[src/rszow_pkg.sv]
// Shared constants and types for the resizer output writer
package rszow_pkg;
  localparam int RSZOW_AW = 28;
  // Register byte offsets
  localparam logic [7:0] RSZOW_LSE   = 8'h00;
  localparam logic [7:0] RSZOW_LPF   = 8'h04;
  localparam logic [7:0] RSZOW_RGBEN = 8'h08;
  localparam logic [7:0] RSZOW_TYP   = 8'h0c;
  localparam logic [7:0] RSZOW_ALPHA = 8'h10;
  localparam logic [7:0] RSZOW_BADH  = 8'h14;
  localparam logic [7:0] RSZOW_BADL  = 8'h18;
  localparam logic [7:0] RSZOW_SADH  = 8'h1c;
  localparam logic [7:0] RSZOW_SADL  = 8'h20;
  localparam logic [7:0] RSZOW_OFT   = 8'h24;
  localparam logic [7:0] RSZOW_PTRS  = 8'h28;
  localparam logic [7:0] RSZOW_PTRE  = 8'h2c;
  localparam logic [7:0] RSZOW_PTRO  = 8'h30;
  localparam logic [7:0] RSZOW_BOX   = 8'h34;
  // Field positions in the format and mask register
  localparam int RSZOW_TYP_NARROW = 0;
  localparam int RSZOW_TYP_LEAD   = 1;
  localparam int RSZOW_TYP_TRAIL  = 2;
  // Reset values and counts
  localparam logic [12:0] RSZOW_CAP_RST  = 13'h1fff;
  localparam int          RSZOW_PITCH_LSB = 5;
  localparam logic [1:0]  RSZOW_MASK_PIX = 2'h2;
  localparam logic [15:0] RSZOW_STEP_WIDE = 16'h0004;
  localparam logic [15:0] RSZOW_STEP_NARW = 16'h0002;
  localparam logic [15:0] RSZOW_ROUND32   = 16'h001f;
  // Colour conversion, scaled by 256
  localparam logic signed [17:0] RSZOW_MID  = 18'sh00080;
  localparam logic signed [17:0] RSZOW_K_RV = 18'sh00167;
  localparam logic signed [17:0] RSZOW_K_GU = 18'sh00058;
  localparam logic signed [17:0] RSZOW_K_GV = 18'sh000b7;
  localparam logic signed [17:0] RSZOW_K_BU = 18'sh001c6;
  typedef enum logic {RSZOW_BUS_IDLE, RSZOW_BUS_RDWAIT} rszow_bus_t;
  typedef struct packed {
    logic       sof;
    logic       sol;
    logic       eol;
    logic [7:0] y;
    logic [7:0] cb;
    logic [7:0] cr;
  } rszow_pix_t;
  typedef struct packed {
    logic [RSZOW_AW-1:0] addr;
    logic [31:0]         data;
    logic                wide;
  } rszow_wr_t;
  typedef struct packed {
    logic        rgb;
    logic        narrow;
    logic [7:0]  alpha;
  } rszow_fmt_t;
  typedef struct packed {
    logic [31:0] data;
    logic        wide;
    logic        keep;
    logic        eol;
  } rszow_ent_t;
endpackage : rszow_pkg

[src/rszow_line_addr.sv]
// Circular line pointer and line start address generator
`timescale 1ns/1ps
`default_nettype none
module rszow_line_addr
  import rszow_pkg::*;
#(
  parameter int AW = RSZOW_AW
) (
  // Clock and reset
  input  wire logic          hclk,
  input  wire logic          hresetn,
  // Events
  input  wire logic          frame_start,
  input  wire logic          line_done,
  // Setup
  input  wire logic          rgb,
  input  wire logic [AW-1:0] base,
  input  wire logic [AW-1:0] first,
  input  wire logic [15:0]   pitch,
  input  wire logic [15:0]   rgb_pitch,
  input  wire logic [12:0]   ptr_first,
  input  wire logic [12:0]   cap,
  // Current line
  output logic [AW-1:0]      line_addr,
  output logic [12:0]        ptr
);
  logic [AW-1:0] pitch_eff;

  // Packed lines in RGB mode; pitch low bits dropped
  always_comb begin
    if (rgb)
      pitch_eff = AW'(rgb_pitch);
    else
      pitch_eff = AW'({pitch[15:RSZOW_PITCH_LSB], 5'h00});
  end

  always_ff @(posedge hclk or negedge hresetn) begin
    if (!hresetn) begin
      line_addr <= '0;
      ptr       <= 13'h0000;
    end else if (frame_start) begin
      line_addr <= first;
      ptr       <= ptr_first;
    end else if (line_done) begin
      if (ptr >= cap) begin
        line_addr <= base;
        ptr       <= 13'h0000;
      end else begin
        line_addr <= line_addr + pitch_eff;
        ptr       <= ptr + 13'h0001;
      end
    end
  end

  property p_wrap;
    @(posedge hclk) disable iff (!hresetn)
    line_done && !frame_start && ptr >= cap
      |=> ptr == 13'h0000 && line_addr == $past(base);
  endproperty
  a_wrap: assert property (p_wrap)
    else $error("line pointer did not wrap to base");

  property p_step;
    @(posedge hclk) disable iff (!hresetn)
    line_done && !frame_start && ptr < cap
      |=> line_addr == $past(line_addr) + $past(pitch_eff);
  endproperty
  a_step: assert property (p_step)
    else $error("line address did not step by pitch");

  property p_align;
    @(posedge hclk) disable iff (!hresetn)
    line_done && !frame_start && !rgb && ptr < cap
      |=> line_addr[4:0] == $past(line_addr[4:0]);
  endproperty
  a_align: assert property (p_align)
    else $error("pitch not a multiple of 32");
endmodule : rszow_line_addr
`default_nettype wire

[src/rszow_pixel_conv.sv]
// Pixel formatter: YC pass-through, ARGB 8888 or RGB 565
`timescale 1ns/1ps
`default_nettype none
module rszow_pixel_conv
  import rszow_pkg::*;
(
  // Pixel and format
  input  wire rszow_pix_t pix,
  input  wire logic       odd,
  input  wire rszow_fmt_t fmt,
  // Formatted word
  output logic [31:0]     data,
  output logic            wide
);
  function automatic logic [7:0] clamp8(input logic signed [17:0] v);
    if (v < 18'sh00000)
      return 8'h00;
    else if (v > 18'sh000ff)
      return 8'hff;
    return v[7:0];
  endfunction : clamp8

  logic signed [17:0] yy;
  logic signed [17:0] cbs;
  logic signed [17:0] crs;
  logic [7:0]         r;
  logic [7:0]         g;
  logic [7:0]         b;

  always_comb begin
    yy  = $signed({10'h000, pix.y});
    cbs = $signed({10'h000, pix.cb}) - RSZOW_MID;
    crs = $signed({10'h000, pix.cr}) - RSZOW_MID;
    r = clamp8(yy + ((RSZOW_K_RV * crs) >>> 8));
    g = clamp8(yy - ((RSZOW_K_GU * cbs + RSZOW_K_GV * crs) >>> 8));
    b = clamp8(yy + ((RSZOW_K_BU * cbs) >>> 8));
    wide = fmt.rgb && !fmt.narrow;
    if (!fmt.rgb)
      data = {16'h0000, odd ? pix.cr : pix.cb, pix.y};
    else if (fmt.narrow)
      data = {16'h0000, r[7:3], g[7:2], b[7:3]};
    else
      data = {fmt.alpha, r, g, b};
  end
endmodule : rszow_pixel_conv
`default_nettype wire

[src/rszow_writer.sv]
// Resizer output writer: AHB-Lite registers, formatter, line writer
// Notes on behaviour
// - Source select 0 uses internal lowpass strength
// - Source select 1 uses programmed 8-bit strength
// - RGB conversion only while enable bit set
// - Width bit: 0 gives ARGB8888, 1 RGB565
// - Leading mask drops first two pixels per line
// - Trailing mask drops last two pixels per line
// - Programmed alpha fills every 32-bit pixel
// - Region base is upper field plus low half
// - First write address from upper and low halves
// - Line n written at start plus n pitches
// - Pitch low five bits forced to zero
// - Programmed pitch ignored in RGB mode
// - First line at programmed 13-bit position
// - Past capacity, next line restarts at base
// - Read-only position of last written line, recorded only while RGB is disabled
// - Boxcar sampling runs only while enabled
//
// Design decisions made here: the register offsets and register access over AHB-Lite.
`timescale 1ns/1ps
`default_nettype none
module rszow_writer
  import rszow_pkg::*;
#(
  parameter int AW = RSZOW_AW
) (
  // Clock and reset
  input  wire logic        hclk,
  input  wire logic        hresetn,
  // AHB-Lite slave
  input  wire logic        hsel,
  input  wire logic [31:0] haddr,
  input  wire logic [1:0]  htrans,
  input  wire logic        hwrite,
  input  wire logic [2:0]  hsize,
  input  wire logic [31:0] hwdata,
  input  wire logic        hready,
  output logic             hreadyout,
  output logic             hresp,
  output logic [31:0]      hrdata,
  // Resized pixel stream in
  input  wire logic        pix_valid,
  input  wire rszow_pix_t  pix,
  output logic             pix_ready,
  // Memory write beats out
  output logic             wr_valid,
  output rszow_wr_t        wr,
  input  wire logic        wr_ready,
  // Filter and boxcar controls
  input  wire logic [7:0]  lpf_internal,
  output logic [7:0]       lpf_intensity,
  output logic             boxcar_run
);
  // Registers
  logic        lse;
  logic [7:0]  lpf;
  logic        rgb_en;
  logic [2:0]  output_width_choice;
  logic [7:0]  alpha;
  logic [11:0] bad_h;
  logic [15:0] bad_l;
  logic [11:0] sad_h;
  logic [15:0] sad_l;
  logic [15:0] pitch_field;
  logic [12:0] ptr_s;
  logic [12:0] ptr_e;
  logic [12:0] ptr_o;
  logic        boxcar_enable;

  // Bus state
  rszow_bus_t  state;
  logic        take;
  logic        wr_pend;
  logic [7:0]  wr_ofs;
  logic [7:0]  rd_ofs;
  logic [31:0] rd_word;

  // Stream state
  rszow_ent_t  ent [2];
  rszow_ent_t  next_ent [2];
  rszow_ent_t  new_ent;
  logic [1:0]  cnt;
  logic [1:0]  next_cnt;
  logic        flush;
  logic        next_flush;
  logic        avail;
  logic        out_free;
  logic        pop;
  logic        push;
  logic        trail;
  logic [1:0]  lead_cnt;
  logic [1:0]  lead_idx;
  logic        par;
  logic        odd;
  logic [15:0] byte_off;
  logic [15:0] step;
  logic [15:0] line_bytes;
  logic [15:0] rgb_pitch;
  logic        line_done;
  logic        frame_start;
  rszow_fmt_t  fmt;
  logic [31:0] conv_data;
  logic        conv_wide;
  logic [AW-1:0] line_addr;
  logic [12:0]   ptr;

  // Single-word transfers only; hsize is not checked
  assign take = hsel && htrans[1] && hready;

  // Reads take one wait state so hrdata comes from a flop
  always_ff @(posedge hclk or negedge hresetn) begin
    if (!hresetn) begin
      state     <= RSZOW_BUS_IDLE;
      hreadyout <= 1'b1;
      hrdata    <= 32'h0000_0000;
      rd_ofs    <= 8'h00;
    end else begin
      case (state)
        RSZOW_BUS_IDLE: begin
          if (take && !hwrite) begin
            state     <= RSZOW_BUS_RDWAIT;
            hreadyout <= 1'b0;
            rd_ofs    <= haddr[7:0];
          end
        end
        RSZOW_BUS_RDWAIT: begin
          hrdata    <= rd_word;
          hreadyout <= 1'b1;
          state     <= RSZOW_BUS_IDLE;
        end
        default: state <= RSZOW_BUS_IDLE;
      endcase
    end
  end

  always_ff @(posedge hclk or negedge hresetn) begin
    if (!hresetn) begin
      wr_pend <= 1'b0;
      wr_ofs  <= 8'h00;
      hresp   <= 1'b0;
    end else begin
      wr_pend <= take && hwrite;
      wr_ofs  <= haddr[7:0];
      hresp   <= 1'b0;
    end
  end

  // Unmapped offsets read as zero
  always_comb begin
    rd_word = 32'h0000_0000;
    if (rd_ofs == RSZOW_LSE)
      rd_word[0] = lse;
    else if (rd_ofs == RSZOW_LPF)
      rd_word[7:0] = lpf;
    else if (rd_ofs == RSZOW_RGBEN)
      rd_word[0] = rgb_en;
    else if (rd_ofs == RSZOW_TYP)
      rd_word[2:0] = output_width_choice;
    else if (rd_ofs == RSZOW_ALPHA)
      rd_word[7:0] = alpha;
    else if (rd_ofs == RSZOW_BADH)
      rd_word[11:0] = bad_h;
    else if (rd_ofs == RSZOW_BADL)
      rd_word[15:0] = bad_l;
    else if (rd_ofs == RSZOW_SADH)
      rd_word[11:0] = sad_h;
    else if (rd_ofs == RSZOW_SADL)
      rd_word[15:0] = sad_l;
    else if (rd_ofs == RSZOW_OFT)
      rd_word[15:0] = pitch_field;
    else if (rd_ofs == RSZOW_PTRS)
      rd_word[12:0] = ptr_s;
    else if (rd_ofs == RSZOW_PTRE)
      rd_word[12:0] = ptr_e;
    else if (rd_ofs == RSZOW_PTRO)
      rd_word[12:0] = ptr_o;
    else if (rd_ofs == RSZOW_BOX)
      rd_word[0] = boxcar_enable;
  end

  always_ff @(posedge hclk or negedge hresetn) begin
    if (!hresetn) begin
      lse    <= 1'b0;
      lpf    <= 8'h00;
      rgb_en <= 1'b0;
      output_width_choice    <= 3'h0;
      alpha  <= 8'h00;
      bad_h  <= 12'h000;
      bad_l  <= 16'h0000;
      sad_h  <= 12'h000;
      sad_l  <= 16'h0000;
      pitch_field    <= 16'h0000;
      ptr_s  <= 13'h0000;
      ptr_e  <= RSZOW_CAP_RST;
      boxcar_enable <= 1'b0;
    end else if (wr_pend) begin
      if (wr_ofs == RSZOW_LSE)
        lse <= hwdata[0];
      else if (wr_ofs == RSZOW_LPF)
        lpf <= hwdata[7:0];
      else if (wr_ofs == RSZOW_RGBEN)
        rgb_en <= hwdata[0];
      else if (wr_ofs == RSZOW_TYP)
        output_width_choice <= hwdata[2:0];
      else if (wr_ofs == RSZOW_ALPHA)
        alpha <= hwdata[7:0];
      else if (wr_ofs == RSZOW_BADH)
        bad_h <= hwdata[11:0];
      else if (wr_ofs == RSZOW_BADL)
        bad_l <= hwdata[15:0];
      else if (wr_ofs == RSZOW_SADH)
        sad_h <= hwdata[11:0];
      else if (wr_ofs == RSZOW_SADL)
        sad_l <= hwdata[15:0];
      else if (wr_ofs == RSZOW_OFT)
        pitch_field <= {hwdata[15:RSZOW_PITCH_LSB], 5'h00};
      else if (wr_ofs == RSZOW_PTRS)
        ptr_s <= hwdata[12:0];
      else if (wr_ofs == RSZOW_PTRE)
        ptr_e <= hwdata[12:0];
      else if (wr_ofs == RSZOW_BOX)
        boxcar_enable <= hwdata[0];
    end
  end

  always_ff @(posedge hclk or negedge hresetn) begin
    if (!hresetn) begin
      lpf_intensity <= 8'h00;
      boxcar_run    <= 1'b0;
    end else begin
      lpf_intensity <= lse ? lpf : lpf_internal;
      boxcar_run    <= boxcar_enable;
    end
  end

  assign fmt = '{rgb: rgb_en, narrow: output_width_choice[RSZOW_TYP_NARROW], alpha: alpha};
  assign odd = pix.sol ? 1'b0 : par;

  rszow_pixel_conv u_conv (
    .pix  (pix),
    .odd  (odd),
    .fmt  (fmt),
    .data (conv_data),
    .wide (conv_wide)
  );

  // Two-entry hold: the trailing pair is only known at line end
  always_comb begin
    next_ent   = ent;
    next_cnt   = cnt;
    next_flush = flush;
    avail    = (cnt == 2'h2) || (cnt != 2'h0 && flush);
    out_free = !wr_valid || wr_ready;
    pop      = avail && (!ent[0].keep || out_free);
    push     = pix_valid && pix_ready;
    lead_idx = pix.sol ? 2'h0 : lead_cnt;
    trail    = rgb_en && output_width_choice[RSZOW_TYP_TRAIL] && pix.eol;
    new_ent.data = conv_data;
    new_ent.wide = conv_wide;
    new_ent.eol  = pix.eol;
    new_ent.keep = !(rgb_en && output_width_choice[RSZOW_TYP_LEAD]
                     && lead_idx < RSZOW_MASK_PIX) && !trail;
    if (pop) begin
      next_ent[0] = ent[1];
      next_cnt    = cnt - 2'h1;
      if (ent[0].eol)
        next_flush = 1'b0;
    end
    if (push) begin
      if (trail && next_cnt == 2'h1)
        next_ent[0].keep = 1'b0;
      next_ent[next_cnt[0]] = new_ent;
      next_cnt = next_cnt + 2'h1;
      if (pix.eol)
        next_flush = 1'b1;
    end
  end

  always_ff @(posedge hclk or negedge hresetn) begin
    if (!hresetn) begin
      ent       <= '{default: '0};
      cnt       <= 2'h0;
      flush     <= 1'b0;
      pix_ready <= 1'b1;
    end else begin
      ent       <= next_ent;
      cnt       <= next_cnt;
      flush     <= next_flush;
      pix_ready <= (next_cnt < 2'h2) && !next_flush;
    end
  end

  always_ff @(posedge hclk or negedge hresetn) begin
    if (!hresetn) begin
      lead_cnt <= 2'h0;
      par      <= 1'b0;
    end else if (push) begin
      lead_cnt <= (lead_idx < RSZOW_MASK_PIX) ? lead_idx + 2'h1 : lead_idx;
      par      <= !odd;
    end
  end

  assign step = !ent[0].keep ? 16'h0000
              : ent[0].wide ? RSZOW_STEP_WIDE : RSZOW_STEP_NARW;
  assign line_bytes  = byte_off + step;
  // Rounded from the line just ending, so the next line starts past that line's size
  assign rgb_pitch   = (line_bytes + RSZOW_ROUND32) & ~RSZOW_ROUND32;
  assign line_done   = pop && ent[0].eol;
  assign frame_start = push && pix.sof;

  always_ff @(posedge hclk or negedge hresetn) begin
    if (!hresetn) begin
      wr_valid <= 1'b0;
      wr       <= '0;
    end else if (pop && ent[0].keep) begin
      wr_valid <= 1'b1;
      wr.addr  <= line_addr + AW'(byte_off);
      wr.data  <= ent[0].data;
      wr.wide  <= ent[0].wide;
    end else if (wr_ready) begin
      wr_valid <= 1'b0;
    end
  end

  // Packed RGB lines start on 32-byte boundaries
  always_ff @(posedge hclk or negedge hresetn) begin
    if (!hresetn) begin
      byte_off  <= 16'h0000;
      ptr_o     <= 13'h0000;
    end else if (line_done) begin
      byte_off  <= 16'h0000;
      if (!rgb_en)
        ptr_o <= ptr;
    end else if (pop) begin
      byte_off <= line_bytes;
    end
  end

  rszow_line_addr #(
    .AW (AW)
  ) u_line (
    .hclk        (hclk),
    .hresetn     (hresetn),
    .frame_start (frame_start),
    .line_done   (line_done),
    .rgb         (rgb_en),
    .base        (AW'({bad_h, bad_l})),
    .first       (AW'({sad_h, sad_l})),
    .pitch       (pitch_field),
    .rgb_pitch   (rgb_pitch),
    .ptr_first   (ptr_s),
    .cap         (ptr_e),
    .line_addr   (line_addr),
    .ptr         (ptr)
  );

  property p_lpf_int;
    @(posedge hclk) disable iff (!hresetn)
    !lse |=> lpf_intensity == $past(lpf_internal);
  endproperty
  a_lpf_int: assert property (p_lpf_int)
    else $error("internal lowpass strength not used");

  property p_lpf_reg;
    @(posedge hclk) disable iff (!hresetn)
    lse ##1 lse |-> lpf_intensity == $past(lpf);
  endproperty
  a_lpf_reg: assert property (p_lpf_reg)
    else $error("programmed lowpass strength not used");

  property p_yc;
    @(posedge hclk) disable iff (!hresetn)
    !rgb_en |-> !conv_wide && conv_data[31:16] == 16'h0000
                && conv_data[7:0] == pix.y;
  endproperty
  a_yc: assert property (p_yc)
    else $error("RGB output while disabled");

  property p_argb;
    @(posedge hclk) disable iff (!hresetn)
    rgb_en && !output_width_choice[RSZOW_TYP_NARROW]
      |-> conv_wide && conv_data[31:24] == alpha;
  endproperty
  a_argb: assert property (p_argb)
    else $error("alpha missing from 32-bit pixel");

  property p_565;
    @(posedge hclk) disable iff (!hresetn)
    rgb_en && output_width_choice[RSZOW_TYP_NARROW]
      |-> !conv_wide && conv_data[31:16] == 16'h0000;
  endproperty
  a_565: assert property (p_565)
    else $error("16-bit pixel wider than 16 bits");

  property p_lead;
    @(posedge hclk) disable iff (!hresetn)
    push && pix.sol && rgb_en && output_width_choice[RSZOW_TYP_LEAD] && !pop
      |=> !ent[cnt[0] - 1'b1].keep;
  endproperty
  a_lead: assert property (p_lead)
    else $error("leading pixel not masked");

  property p_ptr_o;
    @(posedge hclk) disable iff (!hresetn)
    line_done && !rgb_en |=> ptr_o == $past(ptr);
  endproperty
  a_ptr_o: assert property (p_ptr_o)
    else $error("last line position not recorded");

  property p_box;
    @(posedge hclk) disable iff (!hresetn)
    !boxcar_enable |=> !boxcar_run;
  endproperty
  a_box: assert property (p_box)
    else $error("boxcar running while disabled");

  property p_rdwait;
    @(posedge hclk) disable iff (!hresetn)
    take && !hwrite |=> !hreadyout ##1 hreadyout;
  endproperty
  a_rdwait: assert property (p_rdwait)
    else $error("read wait state wrong");
endmodule : rszow_writer
`default_nettype wire

[config.mk]
export PLATFORM = sky130hd
export DESIGN_NAME = rszow_writer
export DESIGN_NICKNAME = d
export VERILOG_FILES = /design/src/rszow_pkg.sv /design/src/rszow_line_addr.sv /design/src/rszow_pixel_conv.sv /design/src/rszow_writer.sv
export SDC_FILE = /design/constraint.sdc
export NUM_CORES = 1
export LEC_CHECK = 0
export BUFFER_PORTS_ARGS = -buffer_cell sky130_fd_sc_hd__buf_2
export CORE_ASPECT_RATIO = 1.1
export CORE_UTILIZATION = 50
export DETAILED_ROUTE_END_ITERATION = 8
export HOLD_SLACK_MARGIN = 0.03
export PLACE_DENSITY_LB_ADDON = 0.2
export SLEW_MARGIN = 20
export SYNTH_ARGS = -nofsm -noshare
export SYNTH_HDL_FRONTEND = slang
export SYNTH_HIERARCHICAL = 1
export SYNTH_SLANG_ARGS = --single-unit
export TNS_END_PERCENT = 100
[constraint.sdc]
create_clock -name hclk -period 11 [get_ports hclk]
set_input_delay 0.55 -clock hclk [delete_from_list [all_inputs] [get_ports hclk]]
set_output_delay 0.55 -clock hclk [all_outputs]
set_load 0.005 [all_outputs]
==> metrics <==
leakage power=13.84 nW; clk_skew=between 0.02 and 0.03 ns; top cell type by total area after synthesis=dfrtp_1; Yosys top cell area share=0.3387; CP max-delay cell=o41ai_1; clk buf depth=3; synthesis-stage register bit count=about 370; WL/cell=19.66 um; most numerous cell in the Yosys netlist=nand2_1; max_cap viols=0; Post-CTS Hold Fix Bufs=0; Initial Utilization=0.5073; Post-Synthesis Cells=2773; Crit path largest cell delay=0.86 ns; Hold Path Class=input port to asynchronous set/reset pin; worst-margin pin slew=about 1.1 ns; register area share after synthesis=0.3538; Min Clock Period, post-route=7.786 ns; initial DRC count=1644; Total Wirelength=70490 um; peak supply drop=roughly 0.00028 V; via count=20.92k; die area=52930 um2; Detailed Routing Iterations Pass 1=5; prevailing post-synth register cell=dfrtp_1; antenna violations before repair=3; CTS tree=built; io pins=217; Core Rows=87; Yosys warnings=6; Worst R2R Start=ent[36]; hold slack final=0.04609 ns; first-pass GRT wire length=approximately 110000 um; Max Slew Vio Count=0; Vias/cell=5.834; total track usage=0.2699; Reg area=9203 um2; unrepaired setup endpoints after global routing=no; Core ar.=approximately 50000 um2; Resized cells post-CTS=0; most common library cells after synthesis=379 x nand2_1, 352 x dfrtp_1, 233 x inv_1; largest net degree at the start of global routing=166; Synth cell types=101; vias in the first global route=approximately 21k; Area Overhead vs Synth=10.61%; critical path launch point type=input port; share of layout cells above drive strength 1=0.1742; Finished Cell Area=28770 um2; clk sinks=367; Post-CTS Setup Bufs=0; Post-Synthesis Cell Area=26010 um2; final net count=3294; Critical Path Source=pix[7]; CTS root buffer=clkbuf_16; Reg clk slew, reported paths=0.06 ns; status=finished clean; critical-path maximum fanout=13; endpoints failing hold=0; area occupied by multi-input gates=between 15000 and 20000 um2; placer congestion estimate=0.9070; WS Path Type=input port to flip-flop; Async S/R FF share, synth=1.000; crit end category=flip-flop; Final Cycle Share=0.7078; placed cell area=approximately 27000 um2; Final setup viols=0; total grt overflow=0; setup TNS=0 ns; Pwr per Cell Area=271.9 nW/um2; H-Tree Depth=2; Inst Count DP=3510; worst flop-to-flop path endpoint=u_line/line_addr[20]; worst r2r path cells=17; max_slew headroom=0.2582; PortBufs=155; syn avg cell area=9.379 um2; CTS buffer count=41; Die W=219.5 um; R2R Setup Slk=approximately 5.8 ns; worst skew pair latency=0.58 ns; fmax=128.4 MHz; Non-Filler Instances=3586; Required @ worst endpoint=about 11 ns; Detail Placement HPWL=52500 um; residual DRC count=0; fillcell total=4557; post-route ant nets=0; Synth area leaders=dfrtp_1 34%, ha_1 11%, mux2_2 8.1%; die height=between 200 and 250 um; Post-synth EDFFs=0; critical path arrival=between 8 and 9 ns; CP endpoint=ent[53]
## final cells by class
class / instances / share of cell area
flip-flops and latches: 367 / 0.3199
inverters: 234 / 0.03053
diodes: 3 / 0.0002610
clock buffers: 54 / 0.04054
repair buffers: 177 / 0.03349
clock inverters: 19 / 0.009221
multi-input cells: 2065 / 0.5371
well taps: 667 / 0.02901
## layer usage
layer | wire length, um | GRT usage
met1 | 32550 | 0.3872
met2 | 31880 | 0.4294
met3 | 4169 | 0.02621
met4 | 1887 | 0.08333
met5 | 0 | 0
## where the power goes
group          internal, mW  switching, mW  leakage (nW)
Combinational          1.78           2.61          8.54
Sequential             1.67          0.305          4.61
Clock                 0.870          0.588         0.698
## layout by cell type, fill, tap and decap left out, types with 12 or more instances in the layout
cell type  count
nand2_1      378
dfrtp_1      352
inv_1        233
ha_1         226
mux2_2       188
nor2_1       184
buf_2        154
a21oi_1      140
o21ai_0      126
fa_1          71
xnor2_1       64
a31oi_1       62
nand3_1       51
clkbuf_16     42
xor2_1        38
nor3_1        36
mux2i_1       29
and3_1        27
a21o_1        26
nor2b_1       25
and2_1        24
conb_1        22
buf_4         21
a211oi_1      20
o21a_1        19
nand2b_1      18
o22ai_1       16
or2_2         15
dfstp_2       15
o211ai_1      13
a22o_1        12
nand4_1       12
nor3b_1       12
## stage by stage
stage | power [mW] | utilization | setup WS, ns
floorplan | 5.177 | - | 4.063
global placement | 6.190 | 0.5330 | 2.847
detailed placement | 6.299 | 0.5330 | 2.646
CTS | 7.803 | 0.5609 | 3.207
global route | 8.476 | 0.5611 | 2.609
finish | 7.823 | 0.5611 | 3.214
## worst max-delay path: cells and delay by family
| family | cells | cell delay, ns |
|---|---|---|
| simple gates | 6 | 1.22 |
| compound gates | 8 | 2.33 |
| buf+inv | 6 | 0.93 |
| mux | 1 | 0.50 |
| fa+ha+maj | 7 | 2.51 |
| xor+xnor | 1 | 0.18 |
## registers in the layout, indices dropped and copies added (netlist names), 12 cells and up
| signal | count |
|---|---|
| ent | 70 |
| wr | 61 |
| u_line/line_addr | 28 |
| bad_l | 16 |
| hrdata | 16 |
| sad_l | 16 |
| byte_off | 15 |
| ptr_e | 13 |
| ptr_o | 13 |
| ptr_s | 13 |
| u_line/ptr | 13 |
| bad_h | 12 |
| sad_h | 12 |
## kinds of logic after synthesis
kind of cell | Yosys count | share of synthesized area
XOR/XNOR | 103 | 0.03522
adder cells (fa/ha/maj) | 297 | 0.1634
AO/OA/AOI/OAI | 583 | 0.1483
multiplexers | 218 | 0.09343
flip-flops | 367 | 0.3538
other | 1 | 0.0001442
AND/OR/NAND/NOR | 842 | 0.1498
buffers and inverters | 362 | 0.05585
## worst min path at each step
stage / start / endpoint / slack (ns) / cells past startpoint
2_1_floorplan: hresetn / alpha[0] / 0.25 / 0
3_3_place_gp: boxcar_enable / boxcar_run / 0.40 / 0
3_5_place_dp: boxcar_enable / boxcar_run / 0.41 / 0
4_1_cts: haddr[2] / wr_ofs[2] / 0.08 / 1
5_1_grt: haddr[2] / wr_ofs[2] / 0.09 / 1
6_report: hresetn / wr[10] / 0.05 / 1
Power figures use the tool's default switching activity.
